<file path="src/hdl/sea_pkg.sv">
// Package: constants for the management interrupt and wake event aggregator
package sea_pkg;
  // Source counts
  localparam int SEA_NUM_PERIPH = 7;   // Peripheral function sources
  localparam int SEA_NUM_EDGE   = 21;  // GPIO plus fan tach edge sources for the interrupt
  localparam int SEA_NUM_WAKE   = 33;  // GPIO plus fan tach edge sources for wake
  localparam int SEA_NUM_MISC   = 4;   // Ring one, ring two, infrared frame, keyboard/mouse
  // Peripheral index of the infrared event
  localparam int SEA_IR_IDX     = 6;
  // GPIO control register field positions
  localparam int SEA_CTRL_POL   = 1;   // Polarity bit: 1 inverts
  localparam int SEA_CTRL_BUF   = 7;   // Buffer type: 1 push-pull, 0 open-drain
  // Second SMI enable register field positions
  localparam int SEA_EN2_PIN    = 7;
  localparam int SEA_EN2_SIRQ   = 6;
  localparam int SEA_EN2_WAKE   = 5;
  // Routed bit position in the third wake status and enable registers
  localparam int SEA_ROUTE_BIT  = 3;
  // Reset value of output pin control: active low, open-drain
  localparam logic [7:0] SEA_PIN_CTRL_RST = 8'h00;
endpackage : sea_pkg

</file>
<file path="src/hdl/sea_edge_detect.sv">
// Edge detector with pin synchroniser for one group of event inputs
`timescale 1ns/1ps
module sea_edge_detect #(
  parameter int WIDTH = 1
) (
  // Clock and reset
  input  wire logic             clk,
  input  wire logic             rst,
  input  wire logic             clkEn,
  // Pin side
  input  wire logic [WIDTH-1:0] pinIn,
  input  wire logic [WIDTH-1:0] invert,
  input  wire logic [WIDTH-1:0] bothEdges,
  // Event pulses
  output logic      [WIDTH-1:0] hit
);
  import sea_pkg::*;

  logic [WIDTH-1:0] meta_reg, meta_next;
  logic [WIDTH-1:0] sync_reg, sync_next;
  logic [WIDTH-1:0] last_reg, last_next;
  logic [1:0]       fill_reg, fill_next;

  // First stage feeds only the second stage
  always_comb
  begin
    meta_next = pinIn;
    sync_next = meta_reg;
    last_next = sync_reg;
    // Pipeline fill: a pin idling high must not look like an edge after reset
    fill_next = (fill_reg == 2'h3) ? fill_reg : fill_reg + 2'h1;
  end

  always_ff @(posedge clk or posedge rst)
  begin
    if (rst)
    begin
      meta_reg <= '0;
      sync_reg <= '0;
      last_reg <= '0;
      fill_reg <= 2'h0;
    end
    else if (clkEn)
    begin
      meta_reg <= meta_next;
      sync_reg <= sync_next;
      last_reg <= last_next;
      fill_reg <= fill_next;
    end
  end

  // Per bit edge selection; the dual edge mode ignores polarity
  genvar g;
  generate
    for (g = 0; g < WIDTH; g++)
    begin : gEdge
      always_comb
      begin
        if (fill_reg != 2'h3)
          hit[g] = 1'b0;
        else if (bothEdges[g])
          hit[g] = clkEn & (sync_reg[g] ^ last_reg[g]);
        else if (invert[g])
          hit[g] = clkEn & last_reg[g] & ~sync_reg[g];
        else
          hit[g] = clkEn & ~last_reg[g] & sync_reg[g];
      end
    end
  endgenerate
endmodule : sea_edge_detect

</file>
<file path="src/hdl/sea_smi_pme_aggregator.sv">
// Grouped management interrupt and wake event aggregator
`timescale 1ns/1ps
// Summary of operation
// - Grouped interrupt is OR of all enabled peripheral, GPIO and tach sources
// - Interrupt pin active level follows its GPIO control polarity bit
// - Interrupt pin driver is open-drain or push-pull by control bit 7
// - Both output pins default to active low open-drain after reset
// - Grouped interrupt reaches its pin only when enable two bit 7 set
// - Enable two bit 6 also signals the interrupt in the serial IRQ2 slot
// - Enable two bit 5 feeds the grouped interrupt into the wake logic
// - GPIO and tach interrupt status set on edge chosen by polarity, rising default
// - Dual edge GPIOs set interrupt status on both edges
// - GPIO interrupt status clears only on a written one
// - Latched GPIO and tach status ANDed with enable feed the group
// - Peripheral status follows source; infrared clears on status two read
// - Peripheral raw events other than infrared ANDed directly with enables, no latching
// - Ring, infrared, keyboard, mouse, GPIO and tach edges raise wake events
// - Wake pin active level follows its GPIO control polarity bit
// - Wake pin driver is open-drain or push-pull by control bit 7
// - Wake output never asserts with global enable clear, else enabled sources assert
// - Global wake status sets on enabled source edges regardless of global enable
// - Global wake status holds while any enabled event status bit is set
// - GPIO wake edges follow polarity, rising default, dual edge sets both
// - GPIO wake status clears on a written one
// - Wake status and enable include a fan tachometer bit
// - Routed interrupt wake status reflects group when routed, clears on written one
// - Routed enable with routed status asserts the wake pin while global wake enable is set
module sea_smi_pme_aggregator (
  // Clock, reset and enable
  input  wire logic                               clk,
  input  wire logic                               rst,
  input  wire logic                               clkEn,
  // Peripheral function interrupt sources and enables
  input  wire logic [sea_pkg::SEA_NUM_PERIPH-1:0] periphIrq,
  input  wire logic [sea_pkg::SEA_NUM_PERIPH-1:0] periphIrqEnable,
  input  wire logic                               deviceIrqStatusTwoRead,
  // GPIO and tach interrupt edge sources
  input  wire logic [sea_pkg::SEA_NUM_EDGE-1:0]   irqEdgePin,
  input  wire logic [sea_pkg::SEA_NUM_EDGE-1:0]   irqEdgeInvert,
  input  wire logic [sea_pkg::SEA_NUM_EDGE-1:0]   irqDualEdgeEvent,
  input  wire logic [sea_pkg::SEA_NUM_EDGE-1:0]   irqEdgeEnable,
  input  wire logic [sea_pkg::SEA_NUM_EDGE-1:0]   irqEdgeStatusClear,
  // Second SMI enable register
  input  wire logic [7:0]                         irqEnableTwo,
  // Wake sources: GPIO and tach edges
  input  wire logic [sea_pkg::SEA_NUM_WAKE-1:0]   wakeEdgePin,
  input  wire logic [sea_pkg::SEA_NUM_WAKE-1:0]   wakeEdgeInvert,
  input  wire logic [sea_pkg::SEA_NUM_WAKE-1:0]   wakeDualEdgeEvent,
  input  wire logic [sea_pkg::SEA_NUM_WAKE-1:0]   wakeEdgeEnable,
  input  wire logic [sea_pkg::SEA_NUM_WAKE-1:0]   wakeEdgeStatusClear,
  // Wake sources: ring indicators, infrared, keyboard/mouse (event pulses)
  input  wire logic [sea_pkg::SEA_NUM_MISC-1:0]   wakeMiscEvent,
  input  wire logic [sea_pkg::SEA_NUM_MISC-1:0]   wakeMiscEnable,
  input  wire logic [sea_pkg::SEA_NUM_MISC-1:0]   wakeMiscStatusClear,
  // Global wake and routed interrupt control
  input  wire logic                               globalWakeEnable,
  input  wire logic                               routedIrqWakeEnable,
  input  wire logic                               routedIrqWakeStatusClear,
  // Output pin GPIO control registers
  input  wire logic [7:0]                         irqPinGpioCtrl,
  input  wire logic [7:0]                         wakePinGpioCtrl,
  // Status views
  output logic      [sea_pkg::SEA_NUM_PERIPH-1:0] periphIrqStatus,
  output logic      [sea_pkg::SEA_NUM_EDGE-1:0]   irqEdgeStatus,
  output logic      [sea_pkg::SEA_NUM_WAKE-1:0]   wakeEdgeStatus,
  output logic      [sea_pkg::SEA_NUM_MISC-1:0]   wakeMiscStatus,
  output logic                                    globalWakeStatus,
  output logic                                    routedIrqWakeStatus,
  output logic                                    groupedMgmtIrq,
  output logic                                    serialIrq2,
  // Pins
  output logic                                    mgmtIrqPinOut,
  output logic                                    mgmtIrqPinOe,
  output logic                                    wakeEventPinOut,
  output logic                                    wakeEventPinOe
);
  import sea_pkg::*;

  ////////////////////////////////////////////////////////////////////////////
  // Edge detection

  logic [SEA_NUM_EDGE-1:0] irqHit;
  logic [SEA_NUM_WAKE-1:0] wakeHit;

  // Polarity selects the edge, dual edge overrides it
  sea_edge_detect #(.WIDTH(SEA_NUM_EDGE)) uIrqEdge (
    .clk       (clk),
    .rst       (rst),
    .clkEn     (clkEn),
    .pinIn     (irqEdgePin),
    .invert    (irqEdgeInvert),
    .bothEdges (irqDualEdgeEvent),
    .hit       (irqHit)
  );

  sea_edge_detect #(.WIDTH(SEA_NUM_WAKE)) uWakeEdge (
    .clk       (clk),
    .rst       (rst),
    .clkEn     (clkEn),
    .pinIn     (wakeEdgePin),
    .invert    (wakeEdgeInvert),
    .bothEdges (wakeDualEdgeEvent),
    .hit       (wakeHit)
  );

  ////////////////////////////////////////////////////////////////////////////
  // Interrupt side state

  logic [SEA_NUM_PERIPH-1:0] pStat_reg, pStat_next;
  logic [SEA_NUM_EDGE-1:0]   eStat_reg, eStat_next;
  logic                      irRaw_reg, irRaw_next;
  logic                      group_reg, group_next;
  logic                      sirq_reg,  sirq_next;
  logic                      groupComb;
  logic [SEA_NUM_PERIPH-1:0] periphView;

  // Infrared status is sticky until status two is read; a new rising edge
  // in the read cycle wins so the event is not lost.
  always_comb
  begin
    periphView = periphIrq;
    irRaw_next = periphIrq[SEA_IR_IDX];
    pStat_next = periphIrq;
    pStat_next[SEA_IR_IDX] = (pStat_reg[SEA_IR_IDX] & ~deviceIrqStatusTwoRead)
                           | (periphIrq[SEA_IR_IDX] & ~irRaw_reg);
    periphView[SEA_IR_IDX] = pStat_reg[SEA_IR_IDX];
    // Set wins over a write of one; a write of zero has no effect
    eStat_next = (eStat_reg & ~irqEdgeStatusClear) | irqHit;
    groupComb  = |(periphView & periphIrqEnable)
               | |(eStat_reg & irqEdgeEnable);
    group_next = groupComb;
    sirq_next  = groupComb & irqEnableTwo[SEA_EN2_SIRQ];
  end

  always_ff @(posedge clk or posedge rst)
  begin
    if (rst)
    begin
      pStat_reg <= '0;
      eStat_reg <= '0;
      irRaw_reg <= 1'b0;
      group_reg <= 1'b0;
      sirq_reg  <= 1'b0;
    end
    else if (clkEn)
    begin
      pStat_reg <= pStat_next;
      eStat_reg <= eStat_next;
      irRaw_reg <= irRaw_next;
      group_reg <= group_next;
      sirq_reg  <= sirq_next;
    end
  end

  ////////////////////////////////////////////////////////////////////////////
  // Wake side state

  logic [SEA_NUM_WAKE-1:0] wStat_reg, wStat_next;
  logic [SEA_NUM_MISC-1:0] mStat_reg, mStat_next;
  logic                    route_reg, route_next;
  logic                    gStat_reg, gStat_next;
  logic                    pend;

  // Status bits are set regardless of enables; clear is write-one
  always_comb
  begin
    wStat_next = (wStat_reg & ~wakeEdgeStatusClear) | wakeHit;
    mStat_next = (mStat_reg & ~wakeMiscStatusClear) | wakeMiscEvent;
    // Routed status latches the group only while routing is enabled
    route_next = (route_reg & ~routedIrqWakeStatusClear)
               | (groupComb & irqEnableTwo[SEA_EN2_WAKE]);
    // Global status is the OR of enabled pending events, independent of the
    // global enable; it drops once no enabled pending bit remains.
    pend       = |(wStat_next & wakeEdgeEnable)
               | |(mStat_next & wakeMiscEnable)
               | (route_next & routedIrqWakeEnable);
    gStat_next = pend;
  end

  always_ff @(posedge clk or posedge rst)
  begin
    if (rst)
    begin
      wStat_reg <= '0;
      mStat_reg <= '0;
      route_reg <= 1'b0;
      gStat_reg <= 1'b0;
    end
    else if (clkEn)
    begin
      wStat_reg <= wStat_next;
      mStat_reg <= mStat_next;
      route_reg <= route_next;
      gStat_reg <= gStat_next;
    end
  end

  ////////////////////////////////////////////////////////////////////////////
  // Pin drivers

  logic irqPinOut_reg, irqPinOut_next;
  logic irqPinOe_reg,  irqPinOe_next;
  logic wakPinOut_reg, wakPinOut_next;
  logic wakPinOe_reg,  wakPinOe_next;
  logic irqActive, wakActive;

  // Active level is the control polarity: clear gives active low. Open-drain
  // only ever drives low, so an active-high open-drain pin relies on the pullup.
  always_comb
  begin
    irqActive      = groupComb & irqEnableTwo[SEA_EN2_PIN];
    wakActive      = globalWakeEnable & pend;
    irqPinOut_next = ~(irqActive ^ irqPinGpioCtrl[SEA_CTRL_POL]);
    wakPinOut_next = ~(wakActive ^ wakePinGpioCtrl[SEA_CTRL_POL]);
    irqPinOe_next  = irqPinGpioCtrl[SEA_CTRL_BUF] | ~irqPinOut_next;
    wakPinOe_next  = wakePinGpioCtrl[SEA_CTRL_BUF] | ~wakPinOut_next;
  end

  // Reset leaves both pins released: active low open-drain, inactive
  always_ff @(posedge clk or posedge rst)
  begin
    if (rst)
    begin
      irqPinOut_reg <= ~SEA_PIN_CTRL_RST[SEA_CTRL_POL];
      irqPinOe_reg  <= SEA_PIN_CTRL_RST[SEA_CTRL_BUF];
      wakPinOut_reg <= ~SEA_PIN_CTRL_RST[SEA_CTRL_POL];
      wakPinOe_reg  <= SEA_PIN_CTRL_RST[SEA_CTRL_BUF];
    end
    else if (clkEn)
    begin
      irqPinOut_reg <= irqPinOut_next;
      irqPinOe_reg  <= irqPinOe_next;
      wakPinOut_reg <= wakPinOut_next;
      wakPinOe_reg  <= wakPinOe_next;
    end
  end

  // Outputs straight from flip-flops
  assign periphIrqStatus     = pStat_reg;
  assign irqEdgeStatus       = eStat_reg;
  assign wakeEdgeStatus      = wStat_reg;
  assign wakeMiscStatus      = mStat_reg;
  assign globalWakeStatus    = gStat_reg;
  assign routedIrqWakeStatus = route_reg;
  assign groupedMgmtIrq      = group_reg;
  assign serialIrq2          = sirq_reg;
  assign mgmtIrqPinOut       = irqPinOut_reg;
  assign mgmtIrqPinOe        = irqPinOe_reg;
  assign wakeEventPinOut     = wakPinOut_reg;
  assign wakeEventPinOe      = wakPinOe_reg;

  // Inactive level the interrupt pin should show one edge later
  logic irqPinGpioCtrl_d;
  always_ff @(posedge clk or posedge rst)
  begin
    if (rst)
      irqPinGpioCtrl_d <= 1'b1;
    else if (clkEn)
      irqPinGpioCtrl_d <= ~irqPinGpioCtrl[SEA_CTRL_POL];
  end
endmodule : sea_smi_pme_aggregator

</file>
<file path="config.mk">
export PLATFORM = sky130hd
export DESIGN_NAME = sea_smi_pme_aggregator
export DESIGN_NICKNAME = d
export VERILOG_FILES = /design/src/hdl/sea_pkg.sv /design/src/hdl/sea_edge_detect.sv /design/src/hdl/sea_smi_pme_aggregator.sv
export SDC_FILE = /design/constraint.sdc
export NUM_CORES = 1
export LEC_CHECK = 0
export BUFFER_PORTS_ARGS = -buffer_cell sky130_fd_sc_hd__buf_2
export CORE_MARGIN = 3
export CORE_UTILIZATION = 30
export CTS_CLUSTER_DIAMETER = 30
export DETAILED_ROUTE_END_ITERATION = 8
export SLEW_MARGIN = 15
export SYNTH_ARGS = -nofsm -noshare
export SYNTH_HDL_FRONTEND = slang
export SYNTH_SLANG_ARGS = --single-unit
</file>
<file path="constraint.sdc">
create_clock -name clk -period 7.6 [get_ports clk]
set_clock_uncertainty 0.1 [all_clocks]
set_input_delay 0.76 -clock clk [delete_from_list [all_inputs] [get_ports clk]]
set_output_delay 0.76 -clock clk [all_outputs]
set_load 0.01 [all_outputs]
</file>
# After elaboration in Yosys (flattened, before gate mapping)
# Index checks and enable logic that the tools add are counted.
# op_classes
addsub	2
n_mul	0
n_div	0
n_lt_le_gt_ge	0
eq_ne	4
shifts	0
n_mux	162
n_bitwise	469
reduce_logical	6
# op_table
cell	count
bitwise AND 1 bit	278
2-to-1 mux 1 bit	162
NOT 1 bit	115
bitwise AND 33 bit	2
bitwise XOR 1 bit	56
bitwise AND 21 bit	2
NOT 33 bit	1
bitwise OR 33 bit	1
OR reduction 33 bit	1
NOT 21 bit	1
bitwise OR 21 bit	1
OR reduction 21 bit	1
bitwise AND 4 bit	2
bitwise AND 7 bit	1
bitwise OR 1 bit	7
OR reduction 7 bit	1
adder 2 x 1 -> 2 bit, second input constant	2
== test 2 bit, second input constant	2
!= test 2 bit, second input constant	2
NOT 4 bit	1
bitwise OR 4 bit	1
AND reduction 2 bit	2
OR reduction 4 bit	1
# word_totals
reg_bits	240
latchBits	0
mem_bits_rw	0
romBits	0
in_bits	327
out_inout_bits	73
n_memories	0

# Logic depth before layout (Yosys ltp)
# Gate-level depths: netlist (run 1).
# logic_depth
ltp_word	14
ltp_mapped	10
mapped_depth_nobuf	9

# Hierarchy
# A second synthesis (run 1) with hierarchy kept.
# hier_totals
hier_cells	980
area_unflattened_um2	11760.0
# by_module_without_submodules
mod	n_inst	cells_per_inst	area_each_um2
sea_edge_detect at uWakeEdge	1	385	4702.0
sea_smi_pme_aggregator	1	355	3662.3
sea_edge_detect at uIrqEdge	1	240	3395.8

# Least setup slack after synthesis (run 1)
# OpenSTA, ideal clock, no wires.
# synth_timing
path_type	input to register
startpoint	input irqEdgeEnable[5] (netlist bit)
endpoint	register wakPinOut_reg, in the netlist wakeEventPinOut
setup_ns	0.082
arrival_ns	2.384
required_time_ns	7.418
setup_slack_ns	5.034
stages	8
cell_sequence	a22o_1 a221oi_2 nand4_1 or3_4 a31oi_4 a41oi_1 xnor2_1 mux2_2
# synth_via
elab_chain_cells	10
# synth_lines
element	line_no	rtl
start, declared	sea_smi_pme_aggregator.sv:41	input wire logic [sea_pkg::SEA_NUM_EDGE-1:0] irqEdgeEnable,
bitwise AND 21 bit	sea_smi_pme_aggregator.sv:130	| |(eStat_reg & irqEdgeEnable);
OR reduction 21 bit	sea_smi_pme_aggregator.sv:130	
bitwise OR 1 bit	sea_smi_pme_aggregator.sv:130	
bitwise AND 1 bit	sea_smi_pme_aggregator.sv:171	| (groupComb & irqEnableTwo[SEA_EN2_WAKE]);
bitwise OR 1 bit	sea_smi_pme_aggregator.sv:171	
bitwise AND 1 bit	sea_smi_pme_aggregator.sv:176	| (route_next & routedIrqWakeEnable);
bitwise OR 1 bit	sea_smi_pme_aggregator.sv:176	
bitwise AND 1 bit	sea_smi_pme_aggregator.sv:212	wakActive = globalWakeEnable & pend;
bitwise XOR 1 bit	sea_smi_pme_aggregator.sv:214	wakPinOut_next = ~(wakActive ^ wakePinGpioCtrl[SEA_CTRL_POL]);
NOT 1 bit	sea_smi_pme_aggregator.sv:214	
end signal, assigned	sea_smi_pme_aggregator.sv:226	wakPinOut_reg <= ~SEA_PIN_CTRL_RST[SEA_CTRL_POL];
end signal, assigned	sea_smi_pme_aggregator.sv:233	wakPinOut_reg <= wakPinOut_next;
end, declared	sea_smi_pme_aggregator.sv:203	logic wakPinOut_reg, wakPinOut_next;
# Every way passes these cells.
# A chain may end at the register's enable or synchronous reset.

# Worst setup path in the final report (run 1)
# layout_timing
startpoint	register uWakeEdge.fill_reg[0]
endpoint	register wakPinOut_reg, in the netlist wakeEventPinOut
# layout_via
elab_chain_cells	10
elab_cells_between_ends	42
cone_classes	eq/ne: 1; mux: 33; bitwise: 7; reduce/logical: 1
# layout_lines
element	line_no	rtl
start, declared	sea_edge_detect.sv:22	logic [1:0] fill_reg, fill_next;
start signal, assigned	sea_edge_detect.sv:48	fill_reg <= fill_next;
!= test 2 bit *	sea_edge_detect.sv:59	if (fill_reg != 2'h3)
2-to-1 mux 1 bit	sea_edge_detect.sv:59	
bitwise OR 33 bit *	sea_smi_pme_aggregator.sv:167	wStat_next = (wStat_reg & ~wakeEdgeStatusClear) | wakeHit;
bitwise AND 33 bit *	sea_smi_pme_aggregator.sv:174	pend = |(wStat_next & wakeEdgeEnable)
OR reduction 33 bit *	sea_smi_pme_aggregator.sv:174	
bitwise OR 1 bit *	sea_smi_pme_aggregator.sv:175	| |(mStat_next & wakeMiscEnable)
bitwise OR 1 bit *	sea_smi_pme_aggregator.sv:176	
bitwise AND 1 bit *	sea_smi_pme_aggregator.sv:212	
bitwise XOR 1 bit *	sea_smi_pme_aggregator.sv:214	
NOT 1 bit *	sea_smi_pme_aggregator.sv:214	
# Every way passes the cells marked *; elsewhere a longest branch is shown, timed or not.

==> results_dict.tcl, run 1 <==
set metrics [dict create \
    syn-instance-count 1020 \
    cts_sinks 240 \
    p_sw_w 0.00156 \
    holdBufCountCts 0 \
    drtPass1Iterations 5 \
    insertion_delay_ps 570 \
    h-tree-depth 3 \
    ys_seq_elements 240 \
    final_common_cell "buf_2" \
    wl_per_cell_um 17.0 \
    r2r_start "uWakeEdge.fill_reg[0]" \
    arrival_ps 3780 \
    fin_tns_setup_ps 0 \
    cp-start-kind "flip-flop" \
    cp_data_required_time_ps 7990 \
    p_int_w 0.00417 \
    cts_tree "built" \
    cp_max_fo 28 \
    dieArea_mm2 0.0396 \
    slew_headroom 0.362 \
    ys_warn_count 0 \
    post-dp-hpwl_mm 24.6 \
    outcome "finished, final reports clean" \
    rsz0062_at_grt "false" \
    place_area_mm2 0.0136 \
    cts_resized 0 \
    final-setup-viol-count 0 \
    async_flop_share 1.00 \
    p_clk_frac 0.525 \
    p_comb_frac 0.166 \
    power_leakage_nw 7.63 \
    grt_first_pass_wirelength_mm 50.4 \
    port_buffers 382 \
    crit_chain "ha_1 -> and2_2 -> buf_4 -> a21oi_1 -> o22ai_1 -> nor4_1 -> a41oi_1 -> xnor2_1 -> mux2_2" \
    totalWireLength_mm 33.5 \
    critical_path_class "flip-flop to flip-flop" \
    rr_endpoint "wakeEventPinOut" \
    synth-main-ff-cell "dfrtp_1" \
    sw_frac_of_total 0.273 \
    syn_area_mm2 0.0112 \
    fp.coreArea_mm2 0.0367 \
    rows 70 \
    drc 0 \
    ys_types 38 \
    antenna_found_initial 6 \
    gr-total-overflow 0 \
    final_nets 1771 \
    final_cell_mix "buf_2, dfrtp_1, mux2_2" \
    final_area_mm2 0.0160 \
    hold_path.class "input pin to async pin" \
    synth_nets 1349 \
    slowest_stage "nor4_1" \
    whs_ps 292 \
    initialDrtViolationCount 246 \
    synth.avg_cell_area_um2 11.0 \
    fmax_ghz 0.295 \
    clockBufferDepth 3 \
    dieHeight_um 199 \
    tightest_slew_ps 957 \
    cts.clk_slew.worst_paths_ps 50 \
    synth-edff-count 0 \
    endpoint_kind "flip-flop" \
    dp_slack_ps 3670 \
    reg2reg_depth 9 \
    vias_per_cell 4.74 \
    grt_max_degree 123 \
    ys_seq_area_frac 0.538 \
    via_count 9322 \
    cp_slowest_stage_delay_ps 730 \
    cts-root-buf "clkbuf_16" \
    reg2reg_slack_ps 4220 \
    post_route_cells_drive_above_1_share 0.454 \
    drv_slew 0 \
    antenna_left 0 \
    drv_cap 0 \
    hold_viol_final 0 \
    post-cts-setup-buffers 0 \
    p_seq_frac 0.308 \
    syn_to_final_growth_pct 43.7 \
    grt_pass1_vias 9621 \
    powerDensity_mw_per_mm2 357 \
    period_share 0.445 \
    die_w_um 199 \
    grt_usage 0.164 \
    post-route-min-period_ps 3380 \
    io_pins 400 \
    cts_made_buffers 67 \
    gp_routability_congestion 0.873 \
    initial_core_util 0.304 \
    finalWorstSetupSlack_ps 4220 \
    ir_drop_mv 0.249 \
    fin_util 0.437 \
]
==> power groups by stage <==
stage / logic (W) / registers [W] / clock network, W
global route: 0.00106 / 0.00180 / 0.00315
detailed placement: 0.000975 / 0.00178 / 0
floorplan: 0.000527 / 0.00178 / 0
finish: 0.000955 / 0.00177 / 0.00301
global placement: 0.000956 / 0.00177 / 0
CTS: 0.000978 / 0.00177 / 0.00308
==> synth_stat cells, types with 2 or more instances <==
cell type    n  area share
dfrtp_1    238        0.53
buf_1        4      0.0013
o22ai_1     35       0.020
buf_2        2     0.00090
inv_1       38       0.013
ha_1         2      0.0022
nor2_1      92       0.031
a32o_1       2      0.0018
nand2_1    100       0.034
xor2_1       4      0.0031
a22oi_1     18       0.012
a21o_1       2      0.0013
nand4_1      5      0.0028
nand3b_1    11      0.0074
a22o_1      37       0.029
mux2_2     171        0.17
a221oi_2     2      0.0027
dfstp_2      2      0.0047
nand3_1      6      0.0027
nor4_1       4      0.0022
nand2b_1    48       0.027
o211a_1      2      0.0018
a21oi_1     33       0.015
o21ai_0     74       0.033
clkbuf_1    28      0.0094
xnor2_1      4      0.0031
nor2b_1     45       0.025
==> metrics by stage <==
stage          instances  total power (W)
4_1_cts             1965          0.00582
2_1_floorplan       1020          0.00231
6_report            1967          0.00574
3_3_place_gp        1841          0.00272
5_1_grt             1966          0.00602
3_5_place_dp        1841          0.00275
==> worst max-delay path by stage <==
stage	end	slack, ps	start	depth (start not counted)
2_1_floorplan	globalWakeStatus	160	rst	1
3_3_place_gp	wakeEventPinOut	3660	clkEn	9
3_5_place_dp	wakeEventPinOut	3670	clkEn	9
4_1_cts	wakeEventPinOut	4250	uWakeEdge.fill_reg[0]	9
5_1_grt	wakeEventPinOe	4060	uWakeEdge.fill_reg[0]	9
6_report	wakeEventPinOut	4220	uWakeEdge.fill_reg[0]	9
==> critical path: cells and delay by family, from the launching register on <==
kind            cells  cell delay, ps
compound gates      3             710
xor+xnor            1             210
fa+ha+maj           1             210
buf+inv             1             320
flops               1             380
mux                 1             270
simple gates        2            1100
==> final cells by class <==
type	instances	area (um2)
diodes	2	5.00
clock buffers	86	1830
clock inverters	38	621
fillers	3449	20600
inverters	38	150
multi-input cells	708	4890
flip-flops and latches	240	6010
well taps	468	586
repair buffers	387	1960
==> logic make-up (layout without fill, tap and decap cells) <==
group | count (synthesis) | in the layout | share of synthesized area
mux | 171 | 171 | 0.172
fa+ha+maj | 2 | 2 | 0.00224
buf+inv | 72 | 549 | 0.0244
simple gates | 315 | 315 | 0.135
other cells | 0 | 2 | 0
flops | 240 | 240 | 0.538
compound gates | 212 | 212 | 0.122
xor+xnor | 8 | 8 | 0.00627
==> per-layer routing <==
layer / up-vias / routed length (um) / part of all wire / track usage
li1: 4467 / - / - / -
met1: 4445 / 13200 / 0.39 / 0.190
met2: 316 / 16600 / 0.50 / 0.282
met3: 84 / 2880 / 0.086 / 0.0615
met4: 10 / 740 / 0.022 / 0.0544
met5: - / 75 / 0.0022 / 0
No activity file was read; power rests on OpenSTA's default activity.
==> run 2, diff against run 1 <==
==> constraint.sdc (replaced) <==
create_clock -name clk -period 3.4 [get_ports clk]
set_clock_uncertainty 0.1 [all_clocks]
set_input_delay 0.34 -clock clk [delete_from_list [all_inputs] [get_ports clk]]
set_output_delay 0.34 -clock clk [all_outputs]
set_load 0.01 [all_outputs]
==> results_dict.tcl, run 2 (synthesis results as in run 1) <==
set metrics [dict create \
    busiest_layer "met2" \
    drtPass1Iterations 5 \
    port_buffers 382 \
    post-dp-hpwl_mm 24.8 \
    grt_max_degree 70 \
    final_nets 1910 \
    cts_sinks 240 \
    fp.coreArea_mm2 0.0367 \
    tightest_slew_ps 825 \
    slew_headroom 0.450 \
    totalWireLength_mm 35.0 \
    initial_core_util 0.304 \
    p_sw_w 0.00346 \
    p_seq_frac 0.307 \
    syn_to_final_growth_pct 55.7 \
    endpoint_kind "flip-flop" \
    grtUsageMet3 0.0623 \
    antenna_left 0 \
    drc 0 \
    initialDrtViolationCount 470 \
    critical_path_class "flip-flop to flip-flop" \
    period_share 0.858 \
    vias_per_cell 4.72 \
    power_leakage_nw 8.20 \
    p_int_w 0.00940 \
    grt_pass1_vias 10200 \
    post_route_cells_drive_above_1_share 0.420 \
    cts_tree "built" \
    final-setup-viol-count 0 \
    finalPower_w 0.0129 \
    dieArea_mm2 0.0396 \
    drv_cap 0 \
    cts-root-buf "clkbuf_16" \
    cp-start-kind "flip-flop" \
    die_w_um 199 \
    gp_routability_congestion 0.849 \
    fin_util 0.474 \
    whs_ps 33.1 \
    dieHeight_um 199 \
    use_met1 0.203 \
    h-tree-depth 3 \
    clockBufferDepth 3 \
    dp.cells 1849 \
    arrival_ps 3290 \
    ir_drop_mv 0.577 \
    outcome "finished, final reports clean" \
    hold_path.class "input pin to flip-flop" \
    grt_first_pass_wirelength_mm 53.2 \
    sw_frac_of_total 0.269 \
    cts_resized 0 \
    grt_usage 0.172 \
    fmax_ghz 0.343 \
    antenna_found_initial 5 \
    post-route-min-period_ps 2920 \
    final_cell_count_no_fill 2106 \
    final_common_cell "buf_2" \
    hold_viol_final 0 \
    via_count 9941 \
    io_pins 400 \
    rsz0062_at_grt "false" \
    p_clk_frac 0.513 \
    powerDensity_mw_per_mm2 739 \
    insertion_delay_ps 560 \
    wl_per_cell_um 16.6 \
    gr-total-overflow 0 \
    use_met2 0.282 \
    rows 70 \
    cp_max_fo 20 \
    p_comb_frac 0.180 \
    final_cell_mix "buf_2, dfrtp_1, mux2_2" \
    cp_data_required_time_ps 3770 \
    drv_slew 0 \
    cts_made_buffers 68 \
    cts.clk_slew.worst_paths_ps 40 \
]
run 2: changes by cell type in the layout (fill, tap and decap cells not counted), moves of 3 or more:
| cell | change |
|---|---|
| clkinvlp_4 | +3 |
| buf_12 | +3 |
| clkinv_2 | +5 |
| buf_4 | +5 |
| dlygate4sd3_1 | +130 |
run 2: timing repair:
item,4_1_cts,5_1_grt
endpoints found under the hold margin,148,0
hold buffers,130,0
buffers inserted,0,0
run 2: power by group through the flow:
stage / clock (W) / sequential, W / combinational (W)
2_1_floorplan: 0 / 0.00399 / 0.00118
3_3_place_gp: 0 / 0.00396 / 0.00215
3_5_place_dp: 0 / 0.00398 / 0.00220
4_1_cts: 0.00674 / 0.00395 / 0.00233
5_1_grt: 0.00691 / 0.00405 / 0.00255
6_report: 0.00659 / 0.00395 / 0.00231
run 2: per-stage QoR:
step	TNS, ps	cell area (um2)	setup slack [ps]
after floorplan	-44310	11200	-186
after global placement	0	13700	503
after detailed placement	0	13700	489
after CTS	0	17400	477
after global routing	0	17400	387
final	0	17400	482
run 2: final timing paths:
| check | start | endpoint | slack [ps] | cells past startpoint |
|---|---|---|---|---|
| max | uWakeEdge.fill_reg[0] | wakeEventPinOut | 480 | 9 |
| min | wakePinGpioCtrl[1] | wakeEventPinOe | 30 | 3 |
| max reg2reg | uWakeEdge.fill_reg[0] | wakeEventPinOut | 480 | 9 |
| min reg2reg | uWakeEdge.fill_reg[0] | uWakeEdge.fill_reg[0] | 380 | 1 |
| max in group asynchronous | rst | wakeEdgeStatus[6] | 1830 | 5 |
| min in group asynchronous | rst | uIrqEdge.last_next[3] | 330 | 3 |
run 2: layout make-up:
class / count / area (um2)
repair buffers: 525 / 3360
flip-flops and latches: 240 / 6010
clock inverters: 37 / 529
diodes: 2 / 5.00
fillers: 3335 / 19300
clock buffers: 88 / 1870
inverters: 38 / 146
well taps: 468 / 586
multi-input cells: 708 / 4890
run 2: metal layers:
layer  share of wire  routed length, um
met2            0.48              16600
met1            0.40              14100
met3           0.082               2870
met5          0.0011                 40
met4           0.039               1350
run 2: worst max-delay path: stages (launching register included):
cell and delay (ps):
dfrtp_1 390, ha_1 210, and2_2 360, buf_4 250, a21oi_1 140, o22ai_1 90
nor4_1 510, a41oi_1 310, xnor2_1 210, mux2_2 270
